### src/srdr_regs.svh
// Constants for the re-assign, diagnostic-results and release command handler.
// Assumes inclusion by bare name from the package; the two ends use its macros without including it.
`ifndef SRDR_REGS_SVH
`define SRDR_REGS_SVH

`define SRDR_OP_REASSIGN   8'h07
`define SRDR_OP_RELEASE    8'h17
`define SRDR_OP_RECV_DIAG  8'h1C
`define SRDR_OP_SEND_DIAG  8'h1D
`define SRDR_STS_GOOD      8'h00
`define SRDR_STS_CHECK     8'h02
`define SRDR_STS_INTER     8'h10
`define SRDR_KEY_NONE      4'h0
`define SRDR_KEY_MEDIUM    4'h3
`define SRDR_KEY_ILLEGAL   4'h5
`define SRDR_CDB_LAST      3'h5
`define SRDR_HDR_LAST      16'h0003
`define SRDR_BIT_LINK      0
`define SRDR_BIT_FLAG      1
`define SRDR_BIT_THIRD_PARTY_RELEASE_BIT      4
`define SRDR_LUN_HI        7
`define SRDR_LUN_LO        5
`define SRDR_TPID_HI       3
`define SRDR_TPID_LO       1
`define SRDR_BSF_DEPTH     8
`define SRDR_UNITS         8
`define SRDR_SPT_LOG2      5

`endif

### src/srdr_pkg.sv
// Types shared by both ends of the command link.
// Assumes the constants header is on the include path.
`include "srdr_regs.svh"

package srdr_pkg;

  typedef enum logic [6:0] {
    TGT_CDB  = 7'h01,
    TGT_EXEC = 7'h02,
    TGT_HDR  = 7'h04,
    TGT_DESC = 7'h08,
    TGT_CHK  = 7'h10,
    TGT_DIN  = 7'h20,
    TGT_STS  = 7'h40
  } srdr_tgt_e;

  typedef enum logic [3:0] {
    INI_IDLE = 4'h1,
    INI_CDB  = 4'h2,
    INI_DOUT = 4'h4,
    INI_WAIT = 4'h8
  } srdr_ini_e;

  typedef struct packed {
    srdr_tgt_e                          st;
    logic [5:0][7:0]                    cdb;
    logic [2:0]                         cidx;
    logic [2:0]                         ini;
    logic [15:0]                        cnt;
    logic [15:0]                        len;
    logic [31:0]                        lba;
    logic [`SRDR_BSF_DEPTH-1:0][31:0]   bad_sector_file;
    logic [`SRDR_BSF_DEPTH-1:0]         bsf_v;
    logic [31:0]                        last_ok;
    logic                               full_err;
    logic [7:0]                         sd_seen;
    logic [`SRDR_UNITS-1:0]             res_v;
    logic [`SRDR_UNITS-1:0][2:0]        res_own;
    logic [`SRDR_UNITS-1:0]             res_tp;
    logic [`SRDR_UNITS-1:0][2:0]        res_tpid;
    logic [`SRDR_UNITS-1:0][7:0]        res_id;
    logic [7:0]                         sts;
    logic                               irq;
    logic [3:0]                         key;
    logic [31:0]                        info;
    logic                               dvalid;
    logic [7:0]                         ddata;
    logic                               ctl_rst;
    logic                               dfct;
    logic [26:0]                        track;
    logic [4:0]                         blk;
  } srdr_tgt_s;

  typedef struct packed {
    srdr_ini_e        st;
    logic [5:0][7:0]  cdb;
    logic [2:0]       cidx;
    logic [15:0]      cnt;
    logic [15:0]      len;
    logic             rx_v;
    logic [7:0]       rx_d;
    logic             done;
    logic [7:0]       status;
    logic             irq;
    logic             lost;
  } srdr_ini_s;

endpackage

### src/srdr_link_if.sv
// Command link between the initiator end and the target end.
// Assumes one clock shared by both ends; byte paths use valid and ready.
`timescale 1ns/1ps

interface srdr_link_if;
  logic       h2d_valid;
  logic [7:0] h2d_data;
  logic       h2d_ready;
  logic [2:0] init_id;
  logic       d2h_valid;
  logic [7:0] d2h_data;
  logic       d2h_ready;
  logic       sts_valid;
  logic [7:0] sts_code;
  logic       sts_irq;
  logic       disc;
  logic       ctl_reset;

  modport target (input h2d_valid, h2d_data, init_id, d2h_ready,
                  output h2d_ready, d2h_valid, d2h_data, sts_valid, sts_code, sts_irq, disc, ctl_reset);
  modport initiator (output h2d_valid, h2d_data, init_id, d2h_ready,
                     input h2d_ready, d2h_valid, d2h_data, sts_valid, sts_code, sts_irq, disc, ctl_reset);
endinterface

### src/srdr_target.sv
// Target end: takes command blocks and data-out bytes from the link, returns data-in and status.
// Assumes the initiator keeps its own duties and sends six command bytes before any data.
`timescale 1ns/1ps

module srdr_target (
  // Clock and reset
  input  wire logic        clk_in,
  input  wire logic        resetn_in,
  // Link to the initiator
  srdr_link_if.target      link,
  // Controller control
  input  wire logic        selftest_in,
  input  wire logic        disc_en_in,
  input  wire logic        lun_busy_in,
  output logic [2:0]       lun_out,
  // Diagnostic result source
  input  wire logic [15:0] diag_len_in,
  input  wire logic [7:0]  diag_byte_in,
  output logic [15:0]      diag_idx_out,
  // Reservation loading
  input  wire logic        res_set_in,
  input  wire logic [2:0]  res_lun_in,
  input  wire logic [2:0]  res_owner_in,
  input  wire logic        res_tp_in,
  input  wire logic [2:0]  res_tpid_in,
  input  wire logic [7:0]  res_id_in,
  output logic [7:0]       res_held_out,
  // Sense and defect report
  output logic [3:0]       sense_key_out,
  output logic [31:0]      sense_info_out,
  output logic             defect_valid_out,
  output logic [26:0]      defect_track_out,
  output logic [4:0]       defect_block_out
);

  srdr_pkg::srdr_tgt_s r;
  srdr_pkg::srdr_tgt_s next_r;

  logic [`SRDR_BSF_DEPTH-1:0] hit;
  logic [`SRDR_UNITS-1:0]     rel;
  logic [7:0]                 op;
  logic [7:0]                 b1;
  logic                       link_bit;
  logic                       flag_bit;
  logic [15:0]                alloc;
  logic [15:0]                lim;

  assign op       = r.cdb[0];
  assign b1       = r.cdb[1];
  assign link_bit = r.cdb[5][`SRDR_BIT_LINK];
  assign flag_bit = r.cdb[5][`SRDR_BIT_FLAG];
  assign alloc    = {r.cdb[3], r.cdb[4]};
  assign lim      = (alloc < diag_len_in) ? alloc : diag_len_in;

  genvar g;
  generate
    for (g = 0; g < `SRDR_BSF_DEPTH; g++) begin : g_bsf
      assign hit[g] = r.bsf_v[g] && (r.bad_sector_file[g] == r.lba);
    end
    for (g = 0; g < `SRDR_UNITS; g++) begin : g_res
      // The third-party ID is only compared while the third-party bit is set.
      assign rel[g] = r.res_v[g] && (r.res_own[g] == r.ini) && (r.res_id[g] == r.cdb[2])
                      && (b1[`SRDR_BIT_THIRD_PARTY_RELEASE_BIT] ? (r.res_tp[g] && (r.res_tpid[g] == b1[`SRDR_TPID_HI:`SRDR_TPID_LO]))
                                             : !r.res_tp[g]);
    end
  endgenerate

  always_comb begin
    logic       free_ok;
    logic [2:0] free_ix;
    logic       fin;
    next_r         = r;
    free_ok        = 1'b0;
    free_ix        = 3'h0;
    fin            = 1'b0;
    next_r.ctl_rst = 1'b0;
    next_r.dfct    = 1'b0;
    for (int i = `SRDR_BSF_DEPTH - 1; i >= 0; i--) begin
      if (!r.bsf_v[i]) begin
        free_ok = 1'b1;
        free_ix = 3'(i);
      end
    end
    unique case (r.st)
      srdr_pkg::TGT_CDB: begin
        if (link.h2d_valid) begin
          next_r.cdb[r.cidx] = link.h2d_data;
          if (r.cidx == 3'h0) begin
            next_r.ini = link.init_id;
          end
          next_r.cidx = r.cidx + 3'h1;
          if (r.cidx == `SRDR_CDB_LAST) begin
            next_r.cidx = 3'h0;
            next_r.st   = srdr_pkg::TGT_EXEC;
          end
        end
      end
      srdr_pkg::TGT_EXEC: begin
        next_r.sts  = `SRDR_STS_GOOD;
        next_r.key  = `SRDR_KEY_NONE;
        next_r.info = 32'h0;
        next_r.cnt  = 16'h0;
        next_r.len  = 16'h0;
        next_r.st   = srdr_pkg::TGT_STS;
        if (op == `SRDR_OP_REASSIGN) begin
          if ((|b1[4:0]) || (|r.cdb[2]) || (|r.cdb[3]) || (|r.cdb[4]) || (|r.cdb[5][7:2])) begin
            next_r.sts = `SRDR_STS_CHECK;
            next_r.key = `SRDR_KEY_ILLEGAL;
          end else begin
            next_r.full_err = 1'b0;
            next_r.st       = srdr_pkg::TGT_HDR;
          end
        end else if (op == `SRDR_OP_RECV_DIAG) begin
          if ((|b1[4:0]) || (|r.cdb[2]) || (|r.cdb[5][7:2])) begin
            next_r.sts = `SRDR_STS_CHECK;
            next_r.key = `SRDR_KEY_ILLEGAL;
          end else if (!r.sd_seen[r.ini]) begin
            next_r.sts = `SRDR_STS_CHECK;
            next_r.key = `SRDR_KEY_ILLEGAL;
          end else begin
            next_r.len = lim;
            next_r.st  = srdr_pkg::TGT_DIN;
          end
        end else if (op == `SRDR_OP_RELEASE) begin
          if ((|b1[7:5]) || b1[0] || (|r.cdb[3]) || (|r.cdb[4]) || (|r.cdb[5][7:2])) begin
            next_r.sts = `SRDR_STS_CHECK;
            next_r.key = `SRDR_KEY_ILLEGAL;
          end else begin
            // No match leaves everything as is and still answers good.
            next_r.res_v = r.res_v & ~rel;
          end
        end else if (op == `SRDR_OP_SEND_DIAG) begin
          next_r.sd_seen[r.ini] = 1'b1;
        end else begin
          next_r.sts = `SRDR_STS_CHECK;
          next_r.key = `SRDR_KEY_ILLEGAL;
        end
      end
      srdr_pkg::TGT_HDR: begin
        if (link.h2d_valid) begin
          if (r.cnt == 16'h0002) begin
            next_r.len[15:8] = link.h2d_data;
          end
          if (r.cnt == `SRDR_HDR_LAST) begin
            next_r.len[7:0] = link.h2d_data;
            next_r.cnt      = 16'h0;
            if ({r.len[15:8], link.h2d_data} == 16'h0) begin
              fin = 1'b1;
            end else begin
              next_r.st = srdr_pkg::TGT_DESC;
            end
          end else begin
            next_r.cnt = r.cnt + 16'h1;
          end
        end
      end
      srdr_pkg::TGT_DESC: begin
        if (link.h2d_valid) begin
          next_r.lba = {r.lba[23:0], link.h2d_data};
          next_r.cnt = r.cnt + 16'h1;
          if (r.cnt[1:0] == 2'h3) begin
            next_r.st = srdr_pkg::TGT_CHK;
          end else if (r.cnt + 16'h1 == r.len) begin
            fin = 1'b1;
          end
        end
      end
      srdr_pkg::TGT_CHK: begin
        if (hit == '0) begin
          if (free_ok) begin
            next_r.bad_sector_file[free_ix]   = r.lba;
            next_r.bsf_v[free_ix] = 1'b1;
            next_r.last_ok        = r.lba;
            next_r.dfct           = 1'b1;
            next_r.track          = r.lba[31:`SRDR_SPT_LOG2];
            next_r.blk            = r.lba[`SRDR_SPT_LOG2-1:0];
          end else begin
            // The rest of the list is still drained so the link stays in step.
            next_r.full_err = 1'b1;
          end
        end
        if (r.cnt >= r.len) begin
          fin = 1'b1;
        end else begin
          next_r.st = srdr_pkg::TGT_DESC;
        end
      end
      srdr_pkg::TGT_DIN: begin
        if (!r.dvalid || link.d2h_ready) begin
          next_r.dvalid = 1'b0;
          if (r.cnt < r.len) begin
            next_r.dvalid = 1'b1;
            next_r.ddata  = diag_byte_in;
            next_r.cnt    = r.cnt + 16'h1;
          end else if (!r.dvalid || link.d2h_ready) begin
            next_r.st = srdr_pkg::TGT_STS;
          end
        end
      end
      srdr_pkg::TGT_STS: begin
        // The interrupt request lives only as long as its status byte.
        next_r.irq = 1'b0;
        next_r.st  = srdr_pkg::TGT_CDB;
      end
    endcase
    if (fin) begin
      next_r.st = srdr_pkg::TGT_STS;
      if (next_r.full_err) begin
        next_r.sts  = `SRDR_STS_CHECK;
        next_r.key  = `SRDR_KEY_MEDIUM;
        next_r.info = r.last_ok;
      end
    end
    if (r.st == srdr_pkg::TGT_EXEC || fin || r.st == srdr_pkg::TGT_DIN) begin
      if (next_r.st == srdr_pkg::TGT_STS) begin
        next_r.irq = 1'b0;
        if (next_r.sts == `SRDR_STS_GOOD && link_bit) begin
          next_r.sts = `SRDR_STS_INTER;
          next_r.irq = flag_bit;
        end
      end
    end
    if (res_set_in) begin
      next_r.res_v[res_lun_in]    = 1'b1;
      next_r.res_own[res_lun_in]  = res_owner_in;
      next_r.res_tp[res_lun_in]   = res_tp_in;
      next_r.res_tpid[res_lun_in] = res_tpid_in;
      next_r.res_id[res_lun_in]   = res_id_in;
    end
    if (selftest_in) begin
      // Self-test wipes every piece of context, the defect file included.
      next_r         = '0;
      next_r.st      = srdr_pkg::TGT_CDB;
      next_r.ctl_rst = 1'b1;
    end
  end

  always_ff @(posedge clk_in or negedge resetn_in) begin
    if (!resetn_in) begin
      r    <= '0;
      r.st <= srdr_pkg::TGT_CDB;
    end else begin
      r <= next_r;
    end
  end

  assign link.h2d_ready = (r.st == srdr_pkg::TGT_CDB) || (r.st == srdr_pkg::TGT_HDR) || (r.st == srdr_pkg::TGT_DESC);
  assign link.d2h_valid = r.dvalid;
  assign link.d2h_data  = r.ddata;
  assign link.sts_valid = (r.st == srdr_pkg::TGT_STS);
  assign link.sts_code  = r.sts;
  assign link.sts_irq   = r.irq;
  assign link.ctl_reset = r.ctl_rst;
  assign link.disc      = disc_en_in && lun_busy_in && (r.st != srdr_pkg::TGT_CDB);

  assign lun_out          = b1[`SRDR_LUN_HI:`SRDR_LUN_LO];
  assign diag_idx_out     = r.cnt;
  assign res_held_out     = r.res_v;
  assign sense_key_out    = r.key;
  assign sense_info_out   = r.info;
  assign defect_valid_out = r.dfct;
  assign defect_track_out = r.track;
  assign defect_block_out = r.blk;

endmodule

### src/flat_wrapper.sv
// flat-port wrapper written by rule: the top's interface ports become plain ports
module srdr_target_flat 
  (clk_in, resetn_in, selftest_in, disc_en_in, lun_busy_in, lun_out, diag_len_in, diag_byte_in, diag_idx_out, res_set_in, res_lun_in, res_owner_in, res_tp_in, res_tpid_in, res_id_in, res_held_out, sense_key_out, sense_info_out, defect_valid_out, defect_track_out, defect_block_out, link_h2d_valid, link_h2d_data, link_init_id, link_d2h_ready, link_h2d_ready, link_d2h_valid, link_d2h_data, link_sts_valid, link_sts_code, link_sts_irq, link_disc, link_ctl_reset);
  srdr_link_if link_i ();
  input  wire logic clk_in;
  input  wire logic resetn_in;
  input  wire logic selftest_in;
  input  wire logic disc_en_in;
  input  wire logic lun_busy_in;
  output logic [2:0] lun_out;
  input  wire logic [15:0] diag_len_in;
  input  wire logic [7:0] diag_byte_in;
  output logic [15:0] diag_idx_out;
  input  wire logic res_set_in;
  input  wire logic [2:0] res_lun_in;
  input  wire logic [2:0] res_owner_in;
  input  wire logic res_tp_in;
  input  wire logic [2:0] res_tpid_in;
  input  wire logic [7:0] res_id_in;
  output logic [7:0] res_held_out;
  output logic [3:0] sense_key_out;
  output logic [31:0] sense_info_out;
  output logic defect_valid_out;
  output logic [26:0] defect_track_out;
  output logic [4:0] defect_block_out;
  input wire logic [$bits(link_i.h2d_valid)-1:0] link_h2d_valid;
  input wire logic [$bits(link_i.h2d_data)-1:0] link_h2d_data;
  input wire logic [$bits(link_i.init_id)-1:0] link_init_id;
  input wire logic [$bits(link_i.d2h_ready)-1:0] link_d2h_ready;
  output wire logic [$bits(link_i.h2d_ready)-1:0] link_h2d_ready;
  output wire logic [$bits(link_i.d2h_valid)-1:0] link_d2h_valid;
  output wire logic [$bits(link_i.d2h_data)-1:0] link_d2h_data;
  output wire logic [$bits(link_i.sts_valid)-1:0] link_sts_valid;
  output wire logic [$bits(link_i.sts_code)-1:0] link_sts_code;
  output wire logic [$bits(link_i.sts_irq)-1:0] link_sts_irq;
  output wire logic [$bits(link_i.disc)-1:0] link_disc;
  output wire logic [$bits(link_i.ctl_reset)-1:0] link_ctl_reset;
  assign link_i.h2d_valid = link_h2d_valid;
  assign link_i.h2d_data = link_h2d_data;
  assign link_i.init_id = link_init_id;
  assign link_i.d2h_ready = link_d2h_ready;
  assign link_h2d_ready = link_i.h2d_ready;
  assign link_d2h_valid = link_i.d2h_valid;
  assign link_d2h_data = link_i.d2h_data;
  assign link_sts_valid = link_i.sts_valid;
  assign link_sts_code = link_i.sts_code;
  assign link_sts_irq = link_i.sts_irq;
  assign link_disc = link_i.disc;
  assign link_ctl_reset = link_i.ctl_reset;
  srdr_target u_core (.clk_in(clk_in), .resetn_in(resetn_in), .link(link_i), .selftest_in(selftest_in), .disc_en_in(disc_en_in), .lun_busy_in(lun_busy_in), .lun_out(lun_out), .diag_len_in(diag_len_in), .diag_byte_in(diag_byte_in), .diag_idx_out(diag_idx_out), .res_set_in(res_set_in), .res_lun_in(res_lun_in), .res_owner_in(res_owner_in), .res_tp_in(res_tp_in), .res_tpid_in(res_tpid_in), .res_id_in(res_id_in), .res_held_out(res_held_out), .sense_key_out(sense_key_out), .sense_info_out(sense_info_out), .defect_valid_out(defect_valid_out), .defect_track_out(defect_track_out), .defect_block_out(defect_block_out));
endmodule
### config.mk
export PLATFORM = sky130hd
export DESIGN_NAME = srdr_target_flat
export DESIGN_NICKNAME = d
export VERILOG_FILES = /design/src/srdr_pkg.sv /design/src/srdr_link_if.sv /design/src/srdr_target.sv /design/src/flat_wrapper.sv
export VERILOG_INCLUDE_DIRS = /design/src
export SDC_FILE = /design/constraint.sdc
export NUM_CORES = 1
export LEC_CHECK = 0
export BUFFER_PORTS_ARGS = -buffer_cell sky130_fd_sc_hd__buf_2
export CAP_MARGIN = 20
export CORE_MARGIN = 1.5
export CORE_UTILIZATION = 57
export DETAILED_ROUTE_END_ITERATION = 7
export GPL_TIMING_DRIVEN = 0
export PLACE_DENSITY = 0.75
export SYNTH_ARGS = -nofsm -noshare
export SYNTH_HDL_FRONTEND = slang
export SYNTH_SLANG_ARGS = --single-unit
### constraint.sdc
create_clock -name clk_in -period 9.3 [get_ports clk_in]
set_clock_uncertainty 0.05 [all_clocks]
set_input_delay 1.395 -clock clk_in [delete_from_list [all_inputs] [get_ports clk_in]]
set_output_delay 1.395 -clock clk_in [all_outputs]
set_load 0.05 [all_outputs]
==> flow_summary.yaml <==
run_status:
  status: "complete, no violations"
global_routing:
  gr-total-overflow: 0
  grt_max_degree: 128
  grt_pass1_wl_mm: 163.7
  antenna_found_initial: 2
  grt_pass1_vias: 27960
  grtUsageTotal: 0.3435
sta:
  tightest_slew_ns: 1.130
  max_freq_mhz: 237.6
  hold_viol_final: 0
  finalSetupTns_ns: 0
  setup_ws_ns: 5.091
  timing.hold.ws_ns: 0.4421
  rsz0062_at_grt: "no"
  finalMaxSlewViolations: 0
  period_share: 0.4526
  setup_violations: 0
  fin_crit_ns: 4.209
  slew_headroom: 0.2466
finish:
  stdcell_area_mm2: 0.03858
  finalNetCount: 3958
  drive_above_1_share: 0.1475
  nFillCells: 4917
  syn2layout_area_growth_pct: 12.25
yosys:
  syn_avg_cell_area_um2: 9.468
  synth_common_cells: "645 x dfrtp_1, 610 x nand2_1, 259 x a21oi_1"
  synthArstFlopShare: 1.000
  synth_edf_count: 0
  synth_top_area_frac: 0.4696
  synthTopCellsByArea: "dfrtp_1 47%, nand2_1 6.7%, mux2i_1 6.0%"
  syn_area_mm2: 0.03437
  yosysWarnings: 0
  synth_cell_types: 78
  synthMostInstantiatedCell: "dfrtp_1"
  syn_inst: 3630
  syn_nets: 3724
  ys_seq_area_frac: 0.4704
  synthFlopType: "dfrtp_1"
  yosysTopAreaCell: "dfrtp_1"
  ys_ff_latch: 646
placed_design:
  place_area_mm2: 0.03625
  gp_congestion: 0.9826
  preCtsSetupSlack_ns: 5.096
  portBuffers: 153
  hpwl_mm: 75.59
clocking:
  cts_max_path_buffers: 3
  cts-root-buf: "clkbuf_16"
  clock-sinks: 646
  hold_buffers: 0
  postCtsSetupRepairBufs: 0
  cts_tree: "done"
  cts.reportedPaths.clkPinSlew_ns: 0.06
  insertion_delay_ns: 0.62
  cts_buffers: 70
  htreeDepth: 3
  post_cts_resized: 0
worst_setup_path:
  crit_start: "u_core.r[643]"
  worstPathCellList: "nor3_1, nand2_1, nor3b_1, or2_2, buf_2"
  cp_max_fo: 6
  cp-end-kind: "primary output"
  startpoint_type: "flip-flop"
  crit_required_ns: 7.86
  path_class: "flip-flop to primary output"
  crit_path_top_delay_cell: "nor3b_1"
  worstPathArrival_ns: 2.76
  r2r_start: "u_core.r[528]"
  crit_path_max_incr_delay_ns: 0.67
floorplanning:
  dieArea_mm2: 0.06178
  core_area_mm2: 0.05935
  fp.dieW_um: 248.6
  io_pins: 179
  rows: 89
  die_y_um: 248.6
  initial_core_util: 0.5790
drt:
  drt_first_pass_iters: 8
  routed_wl_mm: 107.2
  route.detailed.drc: 0
  num_vias: 28760
  viasPerCell: 6.135
  wl_per_cell_um: 22.88
  drtIter0Drc: 3331
  ant_nets: 0
hold_path:
  min_from: "u_core.op[2]"
  hold_path_class: "flip-flop to flip-flop"
pwr:
  p_per_area_mw_per_mm2: 157.3
  ir_drop_uv: 133.3
  power.leakage_uw: 0.01912
job:
  drv_cap: 0
power breakdown:
part | total, uW | switching [uW] | internal (uW)
Combinational | 355 | 262 | 93.3
Sequential | 2860 | 21.3 | 2840
Clock | 2860 | 1160 | 1700
stage by stage:
step / cells / power [uW] / utilization
2_1_floorplan: 3630 / 3092 / -
3_3_place_gp: 4556 / 3247 / 0.6082
3_5_place_dp: 4562 / 3257 / 0.6108
4_1_cts: 4682 / 6077 / 0.6496
5_1_grt: 4687 / 6228 / 0.6500
6_report: 4688 / 6070 / 0.6500
critical path, delay by kind of cell (launching register included):
| family | cells | cell delay [ns] |
|---|---|---|
| and+or+nand+nor | 4 | 1.47 |
| DFF | 1 | 0.43 |
| buffers and inverters | 1 | 0.26 |
layout by cell type, fill, tap and decap left out, types with 8 or more instances in the layout:
cell type  instances
nor2_1           227
mux2_2            15
clkbuf_16         71
ha_1              33
buf_4            131
nand2b_1          11
and3_1            39
nor2b_1           13
clkinv_2          11
inv_1             42
a21oi_1          259
dfrtp_1          645
nand2_1          610
buf_2            243
a32o_1            32
nand4_1           67
nor4_1            84
a211oi_1          20
or4_1              8
a32oi_1           32
xor2_1           198
clkbuf_2          15
buf_1              8
o21ai_0          145
a31oi_1           10
o31ai_1           39
and2_1            12
nor3_1            32
o41ai_1            8
bufinv_16          8
a31o_2            32
clkbuf_8           9
clkbuf_1         178
nand3_1           73
xnor2_1          190
or3_1             36
and4_1            13
a41oi_1            9
mux2i_1          206
cells by family (layout without fill, tap and decap cells):
group                      Yosys count  count (layout)  share of synthesized area
xor gates and xnor gates           388             388                    0.09888
DFF                                646             646                     0.4704
and+or+nand+nor                   1256            1256                     0.1681
other                                0               3                          0
muxes                              223             223                    0.06622
AOI/OAI and AO/OA                  624             624                     0.1132
adders and majority gates           33              33                    0.01201
buffers and inverters              460             742                    0.07125
layer usage:
metal  vias up  global-route usage  share of wire
met2      1448              0.5255           0.45
met3       340             0.07202          0.093
met4         0              0.1790          0.053
met5         -                   0              0
met1     14100              0.4626           0.41
li1      12870                   -              -
final timing paths:
kind,endpoint,slack [ns],cells past startpoint
max in group asynchronous,u_core.r[239],6.42,4
hold / removal,u_core.op[2],0.44,1
hold reg to reg,u_core.op[2],0.44,1
min in group asynchronous,u_core.r[142],0.74,1
setup reg to reg,u_core.defect_track_out[21],5.22,11
setup / recovery,link_h2d_ready,5.09,5
registers in the layout, summed over array words and instances, names as in the netlist, 16 cells and up:
register,cells
u_core.sense_info_out,32
u_core.defect_track_out,27
u_core.r,500
u_core.alloc,16
u_core.diag_idx_out,16
layout make-up:
class,instances,area [um^2],area share
multi-input combinational,2524,15750,0.4083
tap,773,967.2,0.02507
inverter,43,161.4,0.004184
sequential,646,16170,0.4191
clock inverter,25,346.6,0.008984
buffer,417,2287,0.05929
antenna,3,7.507,0.0001946
clock buffer,95,1957,0.05072
timing repair buffer,162,933.4,0.02419
Power figures use the tool's default switching activity.
